--- src/sab_pkg.sv ---
// package: register map, field positions, reset values and states of the serial block
`default_nettype none
package sab_pkg;
   localparam logic [2:0] SAB_OFF_RXSC = 3'h0;
   localparam logic [2:0] SAB_OFF_RXBUF = 3'h1;
   localparam logic [2:0] SAB_OFF_TXSC = 3'h2;
   localparam logic [2:0] SAB_OFF_TXBUF = 3'h3;
   localparam logic [2:0] SAB_OFF_BAUD = 3'h4;
   localparam logic [2:0] SAB_OFF_DIVH = 3'h5;
   localparam logic [2:0] SAB_OFF_DIVL = 3'h6;
   localparam logic [2:0] SAB_OFF_IRQ = 3'h7;
   // rx_status_control fields
   localparam int SAB_RX_SERIAL_PORT_ENABLE = 7;
   localparam int SAB_RX_NINE = 6;
   localparam int SAB_RX_CONTINUOUS_RECEIVE_ENABLE = 4;
   localparam int SAB_RX_ADDRESS_DETECT_ENABLE = 3;
   localparam int SAB_RX_FRAMING_ERROR_FLAG = 2;
   localparam int SAB_RX_OVERRUN_ERROR_FLAG = 1;
   localparam int SAB_RX_D9 = 0;
   // tx_status_control fields
   localparam int SAB_TX_EN = 5;
   localparam int SAB_TX_SYNC = 4;
   localparam int SAB_TX_BRK = 3;
   localparam int SAB_TX_HIGH_SPEED_BAUD_SELECT = 2;
   localparam int SAB_TX_SHIFT_REGISTER_EMPTY = 1;
   // baud_control fields
   localparam int SAB_BC_IDLE = 6;
   localparam int SAB_BC_WIDE = 3;
   localparam int SAB_BC_WUE = 1;
   localparam int SAB_BC_ABD = 0;
   // irq control register fields
   localparam int SAB_IRQ_RECEIVE_IRQ_ENABLE = 0;
   localparam int SAB_IRQ_RECEIVE_IRQ_PRIORITY = 1;
   localparam int SAB_IRQ_GIE = 2;
   localparam int SAB_IRQ_RECEIVE_FLAG = 4;
   localparam int SAB_IRQ_TRANSMIT_BUFFER_EMPTY_FLAG = 5;
   localparam logic [7:0] SAB_RST_BYTE = 8'h00;
   localparam int SAB_BREAK_ZEROS = 12;
   localparam int SAB_OVS = 16;
   typedef enum {SAB_TX_IDLE, SAB_TX_START, SAB_TX_DATA, SAB_TX_STOP} sab_tx_state_t;
   typedef enum {SAB_RX_IDLE, SAB_RX_START, SAB_RX_DATA, SAB_RX_STOP} sab_rx_state_t;
endpackage
`default_nettype wire

--- src/sab_tick_if.sv ---
// interface: baud tick pair from the divider to the serial engines
`default_nettype none
interface sab_tick_if;
   logic tick16;
   logic tick1;
   modport gen (output tick16, output tick1);
   modport use_ (input tick16, input tick1);
endinterface
`default_nettype wire

--- src/sab_baud.sv ---
// baud divider producing a x16 sample tick and a bit tick
`default_nettype none
module sab_baud
   import sab_pkg::*;
(
   // clock and reset
   input wire logic clk,
   input wire logic rst_n,
   input wire logic ce,
   // divisor and mode
   input wire logic [15:0] divisor,
   input wire logic run,
   // ticks out
   sab_tick_if.gen tk
);
   logic [15:0] cnt_reg;
   logic [3:0] sub_reg;
   // divider reloads on terminal count; a stopped divider restarts from zero
   always_ff @(posedge clk or negedge rst_n) begin
      if (!rst_n) begin
         cnt_reg <= 16'h0000;
         sub_reg <= 4'h0;
      end else if (ce) begin
         if (!run) begin
            cnt_reg <= 16'h0000;
            sub_reg <= 4'h0;
         end else if (cnt_reg >= divisor) begin
            cnt_reg <= 16'h0000;
            sub_reg <= sub_reg + 4'h1;
         end else begin
            cnt_reg <= cnt_reg + 16'h0001;
         end
      end
   end
   assign tk.tick16 = ce && run && (cnt_reg >= divisor);
   assign tk.tick1 = tk.tick16 && (sub_reg == 4'hf);
endmodule
`default_nettype wire

--- src/sab_top.sv ---
// serial port with address detect, edge wake-up and break transmission
`default_nettype none
////////////////////////////////////////////////////////////////////////////////
module sab_top
   import sab_pkg::*;
(
   // clock, reset, enable
   input wire logic CLOCK,
   input wire logic RSTN,
   input wire logic CE,
   // register port
   input wire logic [2:0] ADDR,
   input wire logic [7:0] WDATA,
   input wire logic WR,
   input wire logic RD,
   output logic [7:0] RDATA,
   // serial lines and sleep state
   input wire logic RX_LINE,
   input wire logic SLEEP,
   output logic TX_LINE,
   // interrupt request to the core
   output logic RX_IRQ,
   output logic RX_IRQ_HIGH
);
   sab_tick_if tk ();
   logic [7:0] rxsc_reg, txsc_reg, baud_reg, divh_reg, divl_reg, irq_reg;
   logic [7:0] rxbuf_reg, txbuf_reg;
   logic receive_flag_reg, transmit_buffer_empty_flag_reg, shift_register_empty_reg, framing_error_flag_reg, overrun_error_flag_reg, d9_reg, wue_reg;
   logic rx_q_reg, wake_low_reg, brk_clr;
   logic [7:0] rd_next;
   logic [15:0] divisor;
   logic port_on, rx_done, rx_keep, rx_framing_error_flag, tx_load;
   sab_tx_state_t tx_st_reg;
   sab_rx_state_t rx_st_reg;
   logic [8:0] tx_sh_reg, rx_sh_reg;
   logic [3:0] tx_cnt_reg, rx_cnt_reg, rx_ph_reg;
   logic tx_brk_reg, tx_pend_reg;
   logic rx_fall, brk_now;

   ////////////////////////////////////////////////////////////////////////////
   // baud divisor: x16 oversampling, clock stopped in sleep
   assign port_on = rxsc_reg[SAB_RX_SERIAL_PORT_ENABLE] && !txsc_reg[SAB_TX_SYNC];
   assign divisor = baud_reg[SAB_BC_WIDE] ? {divh_reg, divl_reg} : {8'h00, divl_reg};
   sab_baud u_baud (
      .clk(CLOCK),
      .rst_n(RSTN),
      .ce(CE && !SLEEP),
      .divisor(divisor),
      .run(port_on),
      .tk(tk)
   );
   // the divider sees no enable while asleep, so no byte is received

   ////////////////////////////////////////////////////////////////////////////
   // control registers written by software
   always_ff @(posedge CLOCK or negedge RSTN) begin
      if (!RSTN) begin
         rxsc_reg <= SAB_RST_BYTE;
         txsc_reg <= SAB_RST_BYTE;
         baud_reg <= SAB_RST_BYTE;
         divh_reg <= SAB_RST_BYTE;
         divl_reg <= SAB_RST_BYTE;
         irq_reg <= SAB_RST_BYTE;
      end else if (CE) begin
         if (WR && ADDR == SAB_OFF_RXSC) begin
            rxsc_reg <= WDATA;
         end else if (WR && ADDR == SAB_OFF_TXSC) begin
            txsc_reg <= WDATA;
         end else if (WR && ADDR == SAB_OFF_BAUD) begin
            baud_reg <= WDATA;
         end else if (WR && ADDR == SAB_OFF_DIVH) begin
            divh_reg <= WDATA;
         end else if (WR && ADDR == SAB_OFF_DIVL) begin
            divl_reg <= WDATA;
         end else if (WR && ADDR == SAB_OFF_IRQ) begin
            irq_reg <= WDATA;
         end
         // hardware clear of break request wins over a same-cycle write
         if (brk_clr) begin
            txsc_reg[SAB_TX_BRK] <= 1'b0;
         end
      end
   end

   ////////////////////////////////////////////////////////////////////////////
   // wake enable: set by software, cleared by hardware on rising edge
   always_ff @(posedge CLOCK or negedge RSTN) begin
      if (!RSTN) begin
         wue_reg <= 1'b0;
         wake_low_reg <= 1'b0;
         rx_q_reg <= 1'b1;
      end else if (CE) begin
         rx_q_reg <= RX_LINE;
         if (!wue_reg) begin
            wake_low_reg <= 1'b0;
            if (WR && ADDR == SAB_OFF_BAUD) begin
               wue_reg <= WDATA[SAB_BC_WUE];
            end
         end else if (rx_fall) begin
            wake_low_reg <= 1'b1;
         end else if (wake_low_reg && RX_LINE && !rx_q_reg) begin
            wue_reg <= 1'b0;
            wake_low_reg <= 1'b0;
         end else if (WR && ADDR == SAB_OFF_BAUD && !WDATA[SAB_BC_WUE]) begin
            wue_reg <= 1'b0;
         end
      end
   end
   // edge seen from the registered line; runs without the baud clock, so sleep works
   assign rx_fall = wue_reg && !wake_low_reg && !RX_LINE && rx_q_reg;

   ////////////////////////////////////////////////////////////////////////////
   // transmitter: buffer, shift register, break framing
   assign tx_load = (tx_st_reg == SAB_TX_IDLE) && tx_pend_reg && txsc_reg[SAB_TX_EN];
   // request still reads set in the cycle its clear lands; preloaded byte must not break again
   assign brk_now = txsc_reg[SAB_TX_BRK] && !brk_clr;
   always_ff @(posedge CLOCK or negedge RSTN) begin
      if (!RSTN) begin
         txbuf_reg <= SAB_RST_BYTE;
         tx_pend_reg <= 1'b0;
      end else if (CE) begin
         if (WR && ADDR == SAB_OFF_TXBUF) begin
            txbuf_reg <= WDATA;
            tx_pend_reg <= 1'b1;
         end else if (tx_load) begin
            tx_pend_reg <= 1'b0;
         end
      end
   end
   // buffer-empty flag follows the pending byte, so preload during a break works
   always_ff @(posedge CLOCK or negedge RSTN) begin
      if (!RSTN) begin
         transmit_buffer_empty_flag_reg <= 1'b1;
      end else if (CE) begin
         if (WR && ADDR == SAB_OFF_TXBUF) begin
            transmit_buffer_empty_flag_reg <= 1'b0;
         end else if (tx_load || !tx_pend_reg) begin
            transmit_buffer_empty_flag_reg <= 1'b1;
         end
      end
   end
   always_ff @(posedge CLOCK or negedge RSTN) begin
      if (!RSTN) begin
         tx_st_reg <= SAB_TX_IDLE;
         tx_sh_reg <= 9'h1ff;
         tx_cnt_reg <= 4'h0;
         tx_brk_reg <= 1'b0;
         shift_register_empty_reg <= 1'b1;
         TX_LINE <= 1'b1;
         brk_clr <= 1'b0;
      end else if (CE) begin
         brk_clr <= 1'b0;
         case (tx_st_reg)
            SAB_TX_IDLE: begin
               TX_LINE <= 1'b1;
               if (tx_load) begin
                  tx_brk_reg <= brk_now;
                  // break ignores the written byte and shifts zeros
                  tx_sh_reg <= brk_now ? 9'h000 : {1'b1, txbuf_reg};
                  shift_register_empty_reg <= 1'b0;
                  tx_st_reg <= SAB_TX_START;
               end
            end
            SAB_TX_START: begin
               if (tk.tick1) begin
                  TX_LINE <= 1'b0;
                  tx_cnt_reg <= 4'h0;
                  tx_st_reg <= SAB_TX_DATA;
               end
            end
            SAB_TX_DATA: begin
               if (tk.tick1) begin
                  TX_LINE <= tx_brk_reg ? 1'b0 : tx_sh_reg[0];
                  tx_sh_reg <= {1'b1, tx_sh_reg[8:1]};
                  tx_cnt_reg <= tx_cnt_reg + 4'h1;
                  // twelve zero bits for a break, eight data bits otherwise
                  if (tx_cnt_reg == (tx_brk_reg ? 4'(SAB_BREAK_ZEROS - 1) : 4'h7)) begin
                     tx_st_reg <= SAB_TX_STOP;
                  end
               end
            end
            SAB_TX_STOP: begin
               if (tk.tick1 && TX_LINE == 1'b0) begin
                  TX_LINE <= 1'b1;
               end else if (tk.tick1) begin
                  brk_clr <= tx_brk_reg;
                  tx_brk_reg <= 1'b0;
                  shift_register_empty_reg <= 1'b1;
                  tx_st_reg <= SAB_TX_IDLE;
               end
            end
            default: tx_st_reg <= SAB_TX_IDLE;
         endcase
      end
   end

   ////////////////////////////////////////////////////////////////////////////
   // receiver: x16 sampling at mid-bit, idle while wake enable is set
   always_ff @(posedge CLOCK or negedge RSTN) begin
      if (!RSTN) begin
         rx_st_reg <= SAB_RX_IDLE;
         rx_sh_reg <= 9'h000;
         rx_cnt_reg <= 4'h0;
         rx_ph_reg <= 4'h0;
      end else if (CE) begin
         if (wue_reg || !rxsc_reg[SAB_RX_CONTINUOUS_RECEIVE_ENABLE] || !port_on) begin
            rx_st_reg <= SAB_RX_IDLE;
         end else if (tk.tick16) begin
            rx_ph_reg <= rx_ph_reg + 4'h1;
            case (rx_st_reg)
               SAB_RX_IDLE: begin
                  rx_ph_reg <= 4'h0;
                  if (!RX_LINE) begin
                     rx_st_reg <= SAB_RX_START;
                  end
               end
               SAB_RX_START: begin
                  if (rx_ph_reg == 4'(SAB_OVS / 2 - 1)) begin
                     rx_ph_reg <= 4'h0;
                     rx_cnt_reg <= 4'h0;
                     rx_st_reg <= RX_LINE ? SAB_RX_IDLE : SAB_RX_DATA;
                  end
               end
               SAB_RX_DATA: begin
                  if (rx_ph_reg == 4'(SAB_OVS - 1)) begin
                     rx_sh_reg <= {RX_LINE, rx_sh_reg[8:1]};
                     rx_cnt_reg <= rx_cnt_reg + 4'h1;
                     if (rx_cnt_reg == (rxsc_reg[SAB_RX_NINE] ? 4'h8 : 4'h7)) begin
                        rx_st_reg <= SAB_RX_STOP;
                     end
                  end
               end
               SAB_RX_STOP: begin
                  if (rx_ph_reg == 4'(SAB_OVS - 1)) begin
                     rx_st_reg <= SAB_RX_IDLE;
                  end
               end
               default: rx_st_reg <= SAB_RX_IDLE;
            endcase
         end
      end
   end
   assign rx_done = tk.tick16 && (rx_st_reg == SAB_RX_STOP) && (rx_ph_reg == 4'(SAB_OVS - 1))
      && !wue_reg && rxsc_reg[SAB_RX_CONTINUOUS_RECEIVE_ENABLE];
   assign rx_framing_error_flag = !RX_LINE;
   // in detect mode with nine-bit frames only frames with ninth bit one are kept
   assign rx_keep = !(rxsc_reg[SAB_RX_ADDRESS_DETECT_ENABLE] && rxsc_reg[SAB_RX_NINE]) || rx_sh_reg[8];

   ////////////////////////////////////////////////////////////////////////////
   // receive buffer, errors and ninth bit
   always_ff @(posedge CLOCK or negedge RSTN) begin
      if (!RSTN) begin
         rxbuf_reg <= SAB_RST_BYTE;
         d9_reg <= 1'b0;
         framing_error_flag_reg <= 1'b0;
         overrun_error_flag_reg <= 1'b0;
      end else if (CE) begin
         if (rx_done && rx_keep && receive_flag_reg) begin
            overrun_error_flag_reg <= 1'b1;
         end else if (rx_done && rx_keep) begin
            rxbuf_reg <= rxsc_reg[SAB_RX_NINE] ? rx_sh_reg[7:0] : rx_sh_reg[8:1];
            d9_reg <= rxsc_reg[SAB_RX_NINE] & rx_sh_reg[8];
            framing_error_flag_reg <= rx_framing_error_flag;
         end else if (!rxsc_reg[SAB_RX_CONTINUOUS_RECEIVE_ENABLE]) begin
            framing_error_flag_reg <= 1'b0;
            overrun_error_flag_reg <= 1'b0;
         end
      end
   end
   // receive flag: set wins over the clear by a buffer read
   always_ff @(posedge CLOCK or negedge RSTN) begin
      if (!RSTN) begin
         receive_flag_reg <= 1'b0;
      end else if (CE) begin
         if ((rx_done && rx_keep && !receive_flag_reg) || rx_fall) begin
            receive_flag_reg <= 1'b1;
         end else if (RD && ADDR == SAB_OFF_RXBUF) begin
            receive_flag_reg <= 1'b0;
         end
      end
   end

   ////////////////////////////////////////////////////////////////////////////
   // interrupt line and priority select
   always_ff @(posedge CLOCK or negedge RSTN) begin
      if (!RSTN) begin
         RX_IRQ <= 1'b0;
         RX_IRQ_HIGH <= 1'b0;
      end else if (CE) begin
         RX_IRQ <= receive_flag_reg && irq_reg[SAB_IRQ_RECEIVE_IRQ_ENABLE] && irq_reg[SAB_IRQ_GIE];
         RX_IRQ_HIGH <= irq_reg[SAB_IRQ_RECEIVE_IRQ_PRIORITY];
      end
   end

   ////////////////////////////////////////////////////////////////////////////
   // read mux, data one cycle after the strobe
   always_comb begin
      rd_next = 8'h00;
      if (ADDR == SAB_OFF_RXSC) begin
         rd_next = {rxsc_reg[7:3], framing_error_flag_reg, overrun_error_flag_reg, d9_reg};
      end else if (ADDR == SAB_OFF_RXBUF) begin
         rd_next = rxbuf_reg;
      end else if (ADDR == SAB_OFF_TXSC) begin
         rd_next = {txsc_reg[7:2], shift_register_empty_reg, txsc_reg[0]};
      end else if (ADDR == SAB_OFF_BAUD) begin
         rd_next = {1'b0, rx_st_reg == SAB_RX_IDLE, 1'b0, baud_reg[4:2], wue_reg,
            baud_reg[0]};
      end else if (ADDR == SAB_OFF_DIVH) begin
         rd_next = divh_reg;
      end else if (ADDR == SAB_OFF_DIVL) begin
         rd_next = divl_reg;
      end else if (ADDR == SAB_OFF_IRQ) begin
         rd_next = {2'b00, transmit_buffer_empty_flag_reg, receive_flag_reg, 1'b0, irq_reg[2:0]};
      end
   end
   always_ff @(posedge CLOCK or negedge RSTN) begin
      if (!RSTN) begin
         RDATA <= 8'h00;
      end else if (CE) begin
         RDATA <= RD ? rd_next : 8'h00;
      end
   end
endmodule
`default_nettype wire

--- config.mk ---
export PLATFORM = sky130hd
export DESIGN_NAME = sab_top
export DESIGN_NICKNAME = d
export VERILOG_FILES = /design/src/sab_pkg.sv /design/src/sab_tick_if.sv /design/src/sab_baud.sv /design/src/sab_top.sv
export SDC_FILE = /design/constraint.sdc
export NUM_CORES = 1
export LEC_CHECK = 0
export BUFFER_PORTS_ARGS = -buffer_cell sky130_fd_sc_hd__buf_4
export CORE_MARGIN = 4
export CORE_UTILIZATION = 54
export CTS_BUF_LIST = sky130_fd_sc_hd__clkbuf_4
export CTS_CLUSTER_DIAMETER = 100
export DETAILED_ROUTE_END_ITERATION = 8
export PLACE_DENSITY_LB_ADDON = 0.2
export SYNTH_ARGS = -nofsm -noshare
export SYNTH_HDL_FRONTEND = slang
export SYNTH_SLANG_ARGS = --single-unit
--- constraint.sdc ---
create_clock -name CLOCK -period 3.2 [get_ports CLOCK]
set_input_delay 0.16 -clock CLOCK [delete_from_list [all_inputs] [get_ports CLOCK]]
set_output_delay 0.16 -clock CLOCK [all_outputs]
set_load 0.01 [all_outputs]
==> summary.json, run 1 <==
{
  "outcome": {
    "status": "finished clean"
  },
  "worst_hold_path": {
    "hp-class": "in -> reg",
    "worst_hold_path.num_cells": 3
  },
  "critical_path": {
    "worst_setup_path_start_kind": "flop",
    "worst-r2r-cell-count": 8,
    "critical-path-max-stage-delay_ps": 520,
    "type_of_destination_of_the_critical_path": "flop",
    "rrSetupSlack_ps": 240,
    "endpoint": "tx_cnt_reg[3]$_DFFE_PN0P_",
    "critical_path.reg2reg.startpoint": "baud_reg[3]$_DFFE_PN0P_",
    "path_max_fanout": 10,
    "startpoint": "baud_reg[3]$_DFFE_PN0P_",
    "crit_slowest_cell": "sky130_fd_sc_hd__dfrtp_1",
    "crit_required_ps": 3620,
    "critPathArrivalTime_ps": 3380,
    "setup.worst_path.class": "reg -> reg",
    "crit_chain": "nand2_1 > ha_1 > and4_1 > o211ai_2 > o32a_2 > a21oi_1 > o21ai_1 > a221o_1",
    "rr_endpoint": "tx_cnt_reg[3]$_DFFE_PN0P_"
  },
  "power": {
    "cellLeakagePower_nw": 3.38,
    "total_power_mw": 3.68,
    "power_switching_share_pct": 31.1,
    "seq_power_share_pct": 54.1,
    "share_comb_of_total_power_pct": 19.1,
    "intPower_mw": 2.54,
    "vdd.ir_drop.worst_mv": 0.335,
    "power.switching_mw": 1.15,
    "p_clk_share_pct": 26.9,
    "p_per_area_nw_per_um2": 479
  },
  "layout": {
    "post_layout_nonfiller_instances": 912,
    "final_nets": 770,
    "final.fill_count": 1088,
    "largest_register_ff_count": 16,
    "areaGrowthSynthToFinish_pct": 10.9,
    "drive_gt1_share_pct": 20.7,
    "fin_area_um2": 7690,
    "seq_area_um2": 3220,
    "antenna_cells": 0,
    "fin_util_pct": 61.0,
    "area_occupied_by_multi_input_gates_um2": 3480
  },
  "logic_synthesis": {
    "synth_most_common_cell": "sky130_fd_sc_hd__dfrtp_1",
    "synthesis.yosys.warnings": 0,
    "synth_ff_type": "sky130_fd_sc_hd__dfrtp_1",
    "number_of_synthesized_register_bits": 128,
    "synthesis.area_per_instance_um2": 10.1,
    "yosysUniqueCellTypes": 70,
    "synth-seq-area-share_pct": 46.4,
    "yosysTopAreaCellShare_pct": 41.5,
    "cells_after_synth": 686,
    "postSynth.asyncResetShare_pct": 100,
    "synth_commonest_cells": "115 x sky130_fd_sc_hd__dfrtp_1, 80 x sky130_fd_sc_hd__nand2_1, 50 x sky130_fd_sc_hd__nor2_1",
    "synthesis.area_um2": 6940,
    "synth_area_leader_cell": "sky130_fd_sc_hd__dfrtp_1",
    "synth_top_cells_by_area": "sky130_fd_sc_hd__dfrtp_1 41%, sky130_fd_sc_hd__mux2_2 5.8%, sky130_fd_sc_hd__dfstp_2 4.9%",
    "synth-edff-count": 0,
    "net_count_synth": 729
  },
  "placed_design": {
    "buffer_ports.inserted": 28,
    "post-dp-hpwl_um": 12600,
    "dpl_cell_area_um2": 7330,
    "dp_cells": 868,
    "gp_congestion": 0.963
  },
  "clock_network": {
    "clock_path_buffers": 2,
    "cts_inserted_buffers": 17,
    "worst_setup_hold_path_clk_slew_ps": 110,
    "cts_tree": "yes",
    "postCtsSetupRepairBufs": 0,
    "clock_latency_ps": 520,
    "postCtsHoldBufs": 12,
    "cts.sinks": 128,
    "post_cts_resized": 0,
    "root_buffer": "sky130_fd_sc_hd__clkbuf_4",
    "cts_max_level": 4
  },
  "global_route": {
    "antenna_found_initial": 0,
    "grt_first_pass_wirelength_um": 28600,
    "grt.overflow.total": 0,
    "grt_util_all_layers_pct": 25.1,
    "via_count_of_the_first_global_routing_pass": 5401,
    "grt_start_max_net_pins": 67
  },
  "job": {
    "timing.max_cap.violations": 0
  },
  "sta": {
    "fmaxAchievable_ghz": 0.338,
    "worst_pin_slew_ps": 847,
    "setup_tns_ps": 0,
    "period_minus_slack_ps": 2960,
    "final.setup_skew_ps": 18.5,
    "slew_violations": 0,
    "setup_viol": 0,
    "max-slew-margin-rel_pct": 43.6,
    "hold_viol_final": 0,
    "setup_repair_after_global_routing_missed_its_margin": "no",
    "post-route-period-util_pct": 92.5
  },
  "die": {
    "num_io_pins": 29,
    "die_area_um2": 14700,
    "die-height_um": 121,
    "coreArea_um2": 12600,
    "initial_utilization_pct": 55.0,
    "rows": 41,
    "die_w_um": 121
  },
  "routing": {
    "detail_route.drc_violations": 0,
    "drt_first_iter_violations": 546,
    "detail_route.wirelength_um": 17400,
    "post_drt_wl_per_cell_um": 19.1,
    "route.vias.total": 5529,
    "detailedRoute.firstPassIterationCount": 5,
    "route.detailed.vias_per_inst": 6.06,
    "ant_nets": 0
  }
}
## worst max-delay path, delay by kind of cell (launching register included)
| family | cells | cell delay (ps) |
|---|---|---|
| simple gates | 2 | 380 |
| fa+ha+maj | 1 | 340 |
| compound gates | 5 | 1620 |
| flops | 1 | 520 |
## power groups by stage
stage	registers, mW	clock network, mW	logic [mW]
floorplan	1.93	0	0.496
global placement	2.01	0	0.665
detailed placement	2.02	0	0.686
CTS	1.99	1.01	0.700
global route	2.01	1.08	0.777
finish	1.99	0.990	0.702
## metrics by stage
| step | hold slack [ps] | setup WS [ps] |
|---|---|---|
| after floorplan | -136 | 618 |
| after global placement | 309 | 435 |
| after detailed placement | 318 | 265 |
| after CTS | 15.4 | 242 |
| after global routing | 50.4 | 27.2 |
| final | 57.3 | 239 |
## layout by cell type, fill, tap and decap left out, types with 4 or more instances in the layout
master	instances
sky130_fd_sc_hd__a22oi_1	4
sky130_fd_sc_hd__mux2_4	9
sky130_fd_sc_hd__clkinv_1	4
sky130_fd_sc_hd__o2bb2ai_1	4
sky130_fd_sc_hd__dfrtp_1	115
sky130_fd_sc_hd__a21oi_1	42
sky130_fd_sc_hd__clkbuf_4	23
sky130_fd_sc_hd__nor2_1	50
sky130_fd_sc_hd__xnor2_1	5
sky130_fd_sc_hd__mux2_2	36
sky130_fd_sc_hd__nand2b_1	8
sky130_fd_sc_hd__buf_4	37
sky130_fd_sc_hd__a211oi_1	6
sky130_fd_sc_hd__a31oi_1	8
sky130_fd_sc_hd__o22ai_1	5
sky130_fd_sc_hd__mux2i_1	17
sky130_fd_sc_hd__o221ai_2	7
sky130_fd_sc_hd__inv_1	31
sky130_fd_sc_hd__nor3_1	12
sky130_fd_sc_hd__nand3_1	21
sky130_fd_sc_hd__nor2b_1	11
sky130_fd_sc_hd__xor2_1	9
sky130_fd_sc_hd__nand2_1	80
sky130_fd_sc_hd__or3_1	5
sky130_fd_sc_hd__o21ai_0	39
sky130_fd_sc_hd__and4_1	4
sky130_fd_sc_hd__dlygate4sd3_1	12
sky130_fd_sc_hd__o211ai_1	6
sky130_fd_sc_hd__nand4_1	16
sky130_fd_sc_hd__and3_1	4
sky130_fd_sc_hd__dfstp_2	13
sky130_fd_sc_hd__a21o_1	4
sky130_fd_sc_hd__a22o_1	4
sky130_fd_sc_hd__clkinv_2	6
sky130_fd_sc_hd__ha_1	25
## layer usage
layer  wire (µm)  vias to the layer above  global-route usage [%]
met5           0                        -                       0
met2        8250                      166                    38.8
met1        7730                     2761                    34.8
met3        1070                       27                    6.20
met4         344                        0                    8.12
li1            -                     2575                       -
## worst min path at each step
stage               slack (ps)                              to  start
detailed placement         320         txsc_reg[0]$_DFFE_PN0P_   RSTN
global placement           310         txsc_reg[0]$_DFFE_PN0P_   RSTN
finish                      60  u_baud.cnt_reg[13]$_DFFE_PN0P_  SLEEP
CTS                         20  u_baud.cnt_reg[13]$_DFFE_PN0P_  SLEEP
floorplan                 -140            RDATA[0]$_DFFE_PN0P_   RSTN
global route                50   u_baud.cnt_reg[0]$_DFFE_PN0P_  SLEEP
## area by class of cell
class / instances / area share [%]
clock buffer: 23 / 2.24
clock inverter: 9 / 0.878
inverter: 33 / 1.61
multi-input combinational: 497 / 45.2
sequential: 128 / 41.8
tap: 172 / 2.80
timing repair buffer: 50 / 5.43
## cell families (layout without fill, tap and decap cells)
family | count (synthesis) | after routing | synth area share [%]
DFF | 128 | 128 | 46.4
muxes | 65 | 65 | 10.7
buffers and inverters | 61 | 115 | 3.52
adders and majority gates | 25 | 25 | 4.51
xor gates and xnor gates | 14 | 14 | 1.77
and+or+nand+nor | 228 | 228 | 16.2
AOI/OAI and AO/OA | 165 | 165 | 16.9
(Power assumes the default switching activity.)
==> run 2, diff against run 1 <==
clock period = 2.9 ns   (was 3.2 ns; I/O delays follow)
==> summary.json, run 2 (synthesis results as in run 1) <==
{
  "critical_path": {
    "critical_path.reg2reg.startpoint": {"value": "baud_reg[3]$_DFFE_PN0P_", "change": "unchanged"},
    "crit_slowest_cell": {"value": "sky130_fd_sc_hd__o32a_2", "change": "was sky130_fd_sc_hd__dfrtp_1"},
    "type_of_destination_of_the_critical_path": {"value": "flop", "change": "unchanged"},
    "crit_required": {"value": 3320, "unit": "ps", "change": "was 3620 ps"},
    "startpoint": {"value": "baud_reg[3]$_DFFE_PN0P_", "change": "unchanged"},
    "crit_chain": {"value": "nand2_1 > ha_1 > and4_1 > o211ai_2 > o32a_2 > a21oi_1 > o21ai_1 > a221o_1", "change": "unchanged"},
    "path_max_fanout": {"value": 10, "change": "unchanged"},
    "worst_setup_path_start_kind": {"value": "flop", "change": "unchanged"},
    "setup.worst_path.class": {"value": "reg -> reg", "change": "unchanged"},
    "critical-path-max-stage-delay": {"value": 470, "unit": "ps", "change": "was 520 ps"},
    "critPathArrivalTime": {"value": 3110, "unit": "ps", "change": "was 3380 ps"}
  },
  "placed_design": {
    "post-dp-hpwl": {"value": 12500, "unit": "µm", "change": "was 12600 µm"},
    "gp_congestion": {"value": 0.915, "change": "was 0.963"},
    "buffer_ports.inserted": {"value": 28, "change": "unchanged"},
    "dp_cells": {"value": 870, "change": "was 868"}
  },
  "layout": {
    "drive_gt1_share": {"value": 21.0, "unit": "%", "change": "was 20.7%"},
    "fin_util": {"value": 61.4, "unit": "%", "change": "was 61.0%"},
    "antenna_cells": {"value": 0, "change": "unchanged"},
    "areaGrowthSynthToFinish": {"value": 11.6, "unit": "%", "change": "was 10.9%"},
    "mostFrequentLayoutCell": {"value": "sky130_fd_sc_hd__dfrtp_1", "change": "unchanged"},
    "final_nets": {"value": 772, "change": "was 770"},
    "largest_register_ff_count": {"value": 16, "change": "unchanged"},
    "most-common-layout-cells": {"value": "114 x sky130_fd_sc_hd__dfrtp_1, 80 x sky130_fd_sc_hd__nand2_1, 50 x sky130_fd_sc_hd__nor2_1, 42 x sky130_fd_sc_hd__a21oi_1", "change": "was 115 x sky130_fd_sc_hd__dfrtp_1, 80 x sky130_fd_sc_hd__nand2_1, 50 x sky130_fd_sc_hd__nor2_1, 42 x sky130_fd_sc_hd__a21oi_1, 39 x sky130_fd_sc_hd__o21ai_0"},
    "post_layout_nonfiller_instances": {"value": 914, "change": "was 912"}
  },
  "global_route": {
    "antenna_found_initial": {"value": 0, "change": "unchanged"},
    "grt.overflow.total": {"value": 0, "change": "unchanged"},
    "via_count_of_the_first_global_routing_pass": {"value": 5493, "change": "was 5401"},
    "grt_start_max_net_pins": {"value": 54, "change": "was 67"},
    "grt_first_pass_wirelength": {"value": 28700, "unit": "µm", "change": "was 28600 µm"},
    "grt_util_all_layers": {"value": 25.3, "unit": "%", "change": "was 25.1%"}
  },
  "power": {
    "intPower": {"value": 2.87, "unit": "mW", "change": "was 2.54 mW"},
    "p_per_area": {"value": 534, "unit": "nW/µm²", "change": "was 479 nW/µm²"},
    "power_switching_share": {"value": 30.6, "unit": "%", "change": "was 31.1%"},
    "share_comb_of_total_power": {"value": 18.6, "unit": "%", "change": "was 19.1%"},
    "p_clk_share": {"value": 28.3, "unit": "%", "change": "was 26.9%"},
    "cellLeakagePower": {"value": 3.40, "unit": "nW", "change": "was 3.38 nW"},
    "vdd.ir_drop.worst": {"value": 0.212, "unit": "mV", "change": "was 0.335 mV"},
    "seq_power_share": {"value": 53.2, "unit": "%", "change": "was 54.1%"},
    "power.switching": {"value": 1.26, "unit": "mW", "change": "was 1.15 mW"}
  },
  "die": {
    "die_w": {"value": 121, "unit": "µm", "change": "unchanged"},
    "initial_utilization": {"value": 55.0, "unit": "%", "change": "unchanged"},
    "rows": {"value": 41, "change": "unchanged"},
    "coreArea": {"value": 12600, "unit": "µm²", "change": "unchanged"},
    "die-height": {"value": 121, "unit": "µm", "change": "unchanged"},
    "num_io_pins": {"value": 29, "change": "unchanged"},
    "die_area": {"value": 14700, "unit": "µm²", "change": "unchanged"}
  },
  "sta": {
    "setup_tns": {"value": 0, "unit": "ps", "change": "unchanged"},
    "fmaxAchievable": {"value": 0.372, "unit": "GHz", "change": "was 0.338 GHz"},
    "hold_viol_final": {"value": 0, "change": "unchanged"},
    "period_minus_slack": {"value": 2690, "unit": "ps", "change": "was 2960 ps"},
    "setup_viol": {"value": 0, "change": "unchanged"},
    "max-slew-margin-rel": {"value": 43.8, "unit": "%", "change": "was 43.6%"},
    "final.setup_skew": {"value": 23.5, "unit": "ps", "change": "was 18.5 ps"},
    "worst_pin_slew": {"value": 839, "unit": "ps", "change": "was 847 ps"},
    "post-route-period-util": {"value": 92.7, "unit": "%", "change": "was 92.5%"},
    "slew_violations": {"value": 0, "change": "unchanged"},
    "setup_repair_after_global_routing_missed_its_margin": {"value": "no", "change": "unchanged"}
  },
  "routing": {
    "drt_first_iter_violations": {"value": 607, "change": "was 546"},
    "detail_route.wirelength": {"value": 17300, "unit": "µm", "change": "was 17400 µm"},
    "detail_route.drc_violations": {"value": 0, "change": "unchanged"},
    "route.vias.total": {"value": 5469, "change": "was 5529"},
    "ant_nets": {"value": 0, "change": "unchanged"},
    "post_drt_wl_per_cell": {"value": 18.9, "unit": "µm", "change": "was 19.1 µm"},
    "route.detailed.vias_per_inst": {"value": 5.98, "change": "was 6.06"},
    "detailedRoute.firstPassIterationCount": {"value": 5, "change": "unchanged"}
  },
  "clock_network": {
    "root_buffer": {"value": "sky130_fd_sc_hd__clkbuf_4", "change": "unchanged"},
    "cts_max_level": {"value": 4, "change": "unchanged"},
    "clock_latency": {"value": 540, "unit": "ps", "change": "was 520 ps"},
    "cts_inserted_buffers": {"value": 17, "change": "unchanged"},
    "cts_tree": {"value": "yes", "change": "unchanged"},
    "cts.sinks": {"value": 128, "change": "unchanged"},
    "worst_setup_hold_path_clk_slew": {"value": 100, "unit": "ps", "change": "was 110 ps"},
    "clock_path_buffers": {"value": 2, "change": "unchanged"}
  },
  "worst_hold_path": {
    "worstHoldStart": {"value": "SLEEP", "change": "unchanged"},
    "hp-class": {"value": "in -> reg", "change": "unchanged"}
  },
  "outcome": {
    "status": {"value": "finished clean", "change": "unchanged"}
  },
  "job": {
    "timing.max_cap.violations": {"value": 0, "change": "unchanged"}
  }
}
==> run 2: timing repair <==
item | in CTS | in global routing
hold buffers | 11 | 0
setup endpoints to repair | 0 | 37
resized for setup | 0 | 2
setup buffers | 0 | 1
hold endpoints to repair | 104 | 0
==> run 2: layer usage <==
metal / global-route usage (%) / routed length, µm / up-vias / share of wire, %
li1: - / - / 2575 / -
met1: 34.6 / 7760 / 2685 / 45
met2: 39.6 / 8310 / 176 / 48
met3: 5.45 / 855 / 33 / 4.9
met4: 9.59 / 394 / 0 / 2.3
met5: 0 / 0 / - / 0
==> run 2: worst max-delay path, delay by kind of cell (launching register included) <==
kind / cells / cell delay [ps]
fa+ha+maj: 1 / 300
flops: 1 / 460
simple gates: 2 / 360
compound gates: 5 / 1460
==> run 2: per-stage QoR <==
step / power (mW) / setup slack, ps / hold slack, ps / instance area (µm²)
final: 4.14 / 212 / 55.6 / 7740
after global placement: 2.94 / 238 / 212 / 7350
after global routing: 4.36 / 59.7 / 9.64 / 7740
after CTS: 4.15 / 50.9 / 3.81 / 7720
after detailed placement: 2.98 / 83.9 / 230 / 7350
after floorplan: 2.67 / 318 / -151 / 6940
==> run 2: power by group through the flow <==
stage               clock (mW)  sequential, mW  combinational [mW]
floorplan                    0            2.13               0.548
global placement             0            2.22               0.724
detailed placement           0            2.23               0.749
CTS                       1.19            2.19               0.765
global route              1.28            2.23               0.849
finish                    1.17            2.20               0.768
==> run 2: path summary, 6_finish.rpt <==
kind	end	slack, ps	cells after the start
max	tx_cnt_reg[3]$_DFFE_PN0P_	210	8
min	u_baud.cnt_reg[13]$_DFFE_PN0P_	60	3
max reg2reg	tx_cnt_reg[3]$_DFFE_PN0P_	210	8
min reg2reg	rxbuf_reg[5]$_DFFE_PN0P_	490	2
max in group asynchronous	baud_reg[3]$_DFFE_PN0P_	1870	3
min in group asynchronous	txsc_reg[0]$_DFFE_PN0P_	170	2
==> run 2: area by class of cell <==
class                           count  area [µm²]
Inverter                           33         124
Sequential cell                   128        3220
Tap cell                          172         215
Clock buffer                       22         165
Timing Repair Buffer               52         443
Fill cell                        1065        4870
Multi-Input combinational cell    497        3480
Clock inverter                     10        95.1
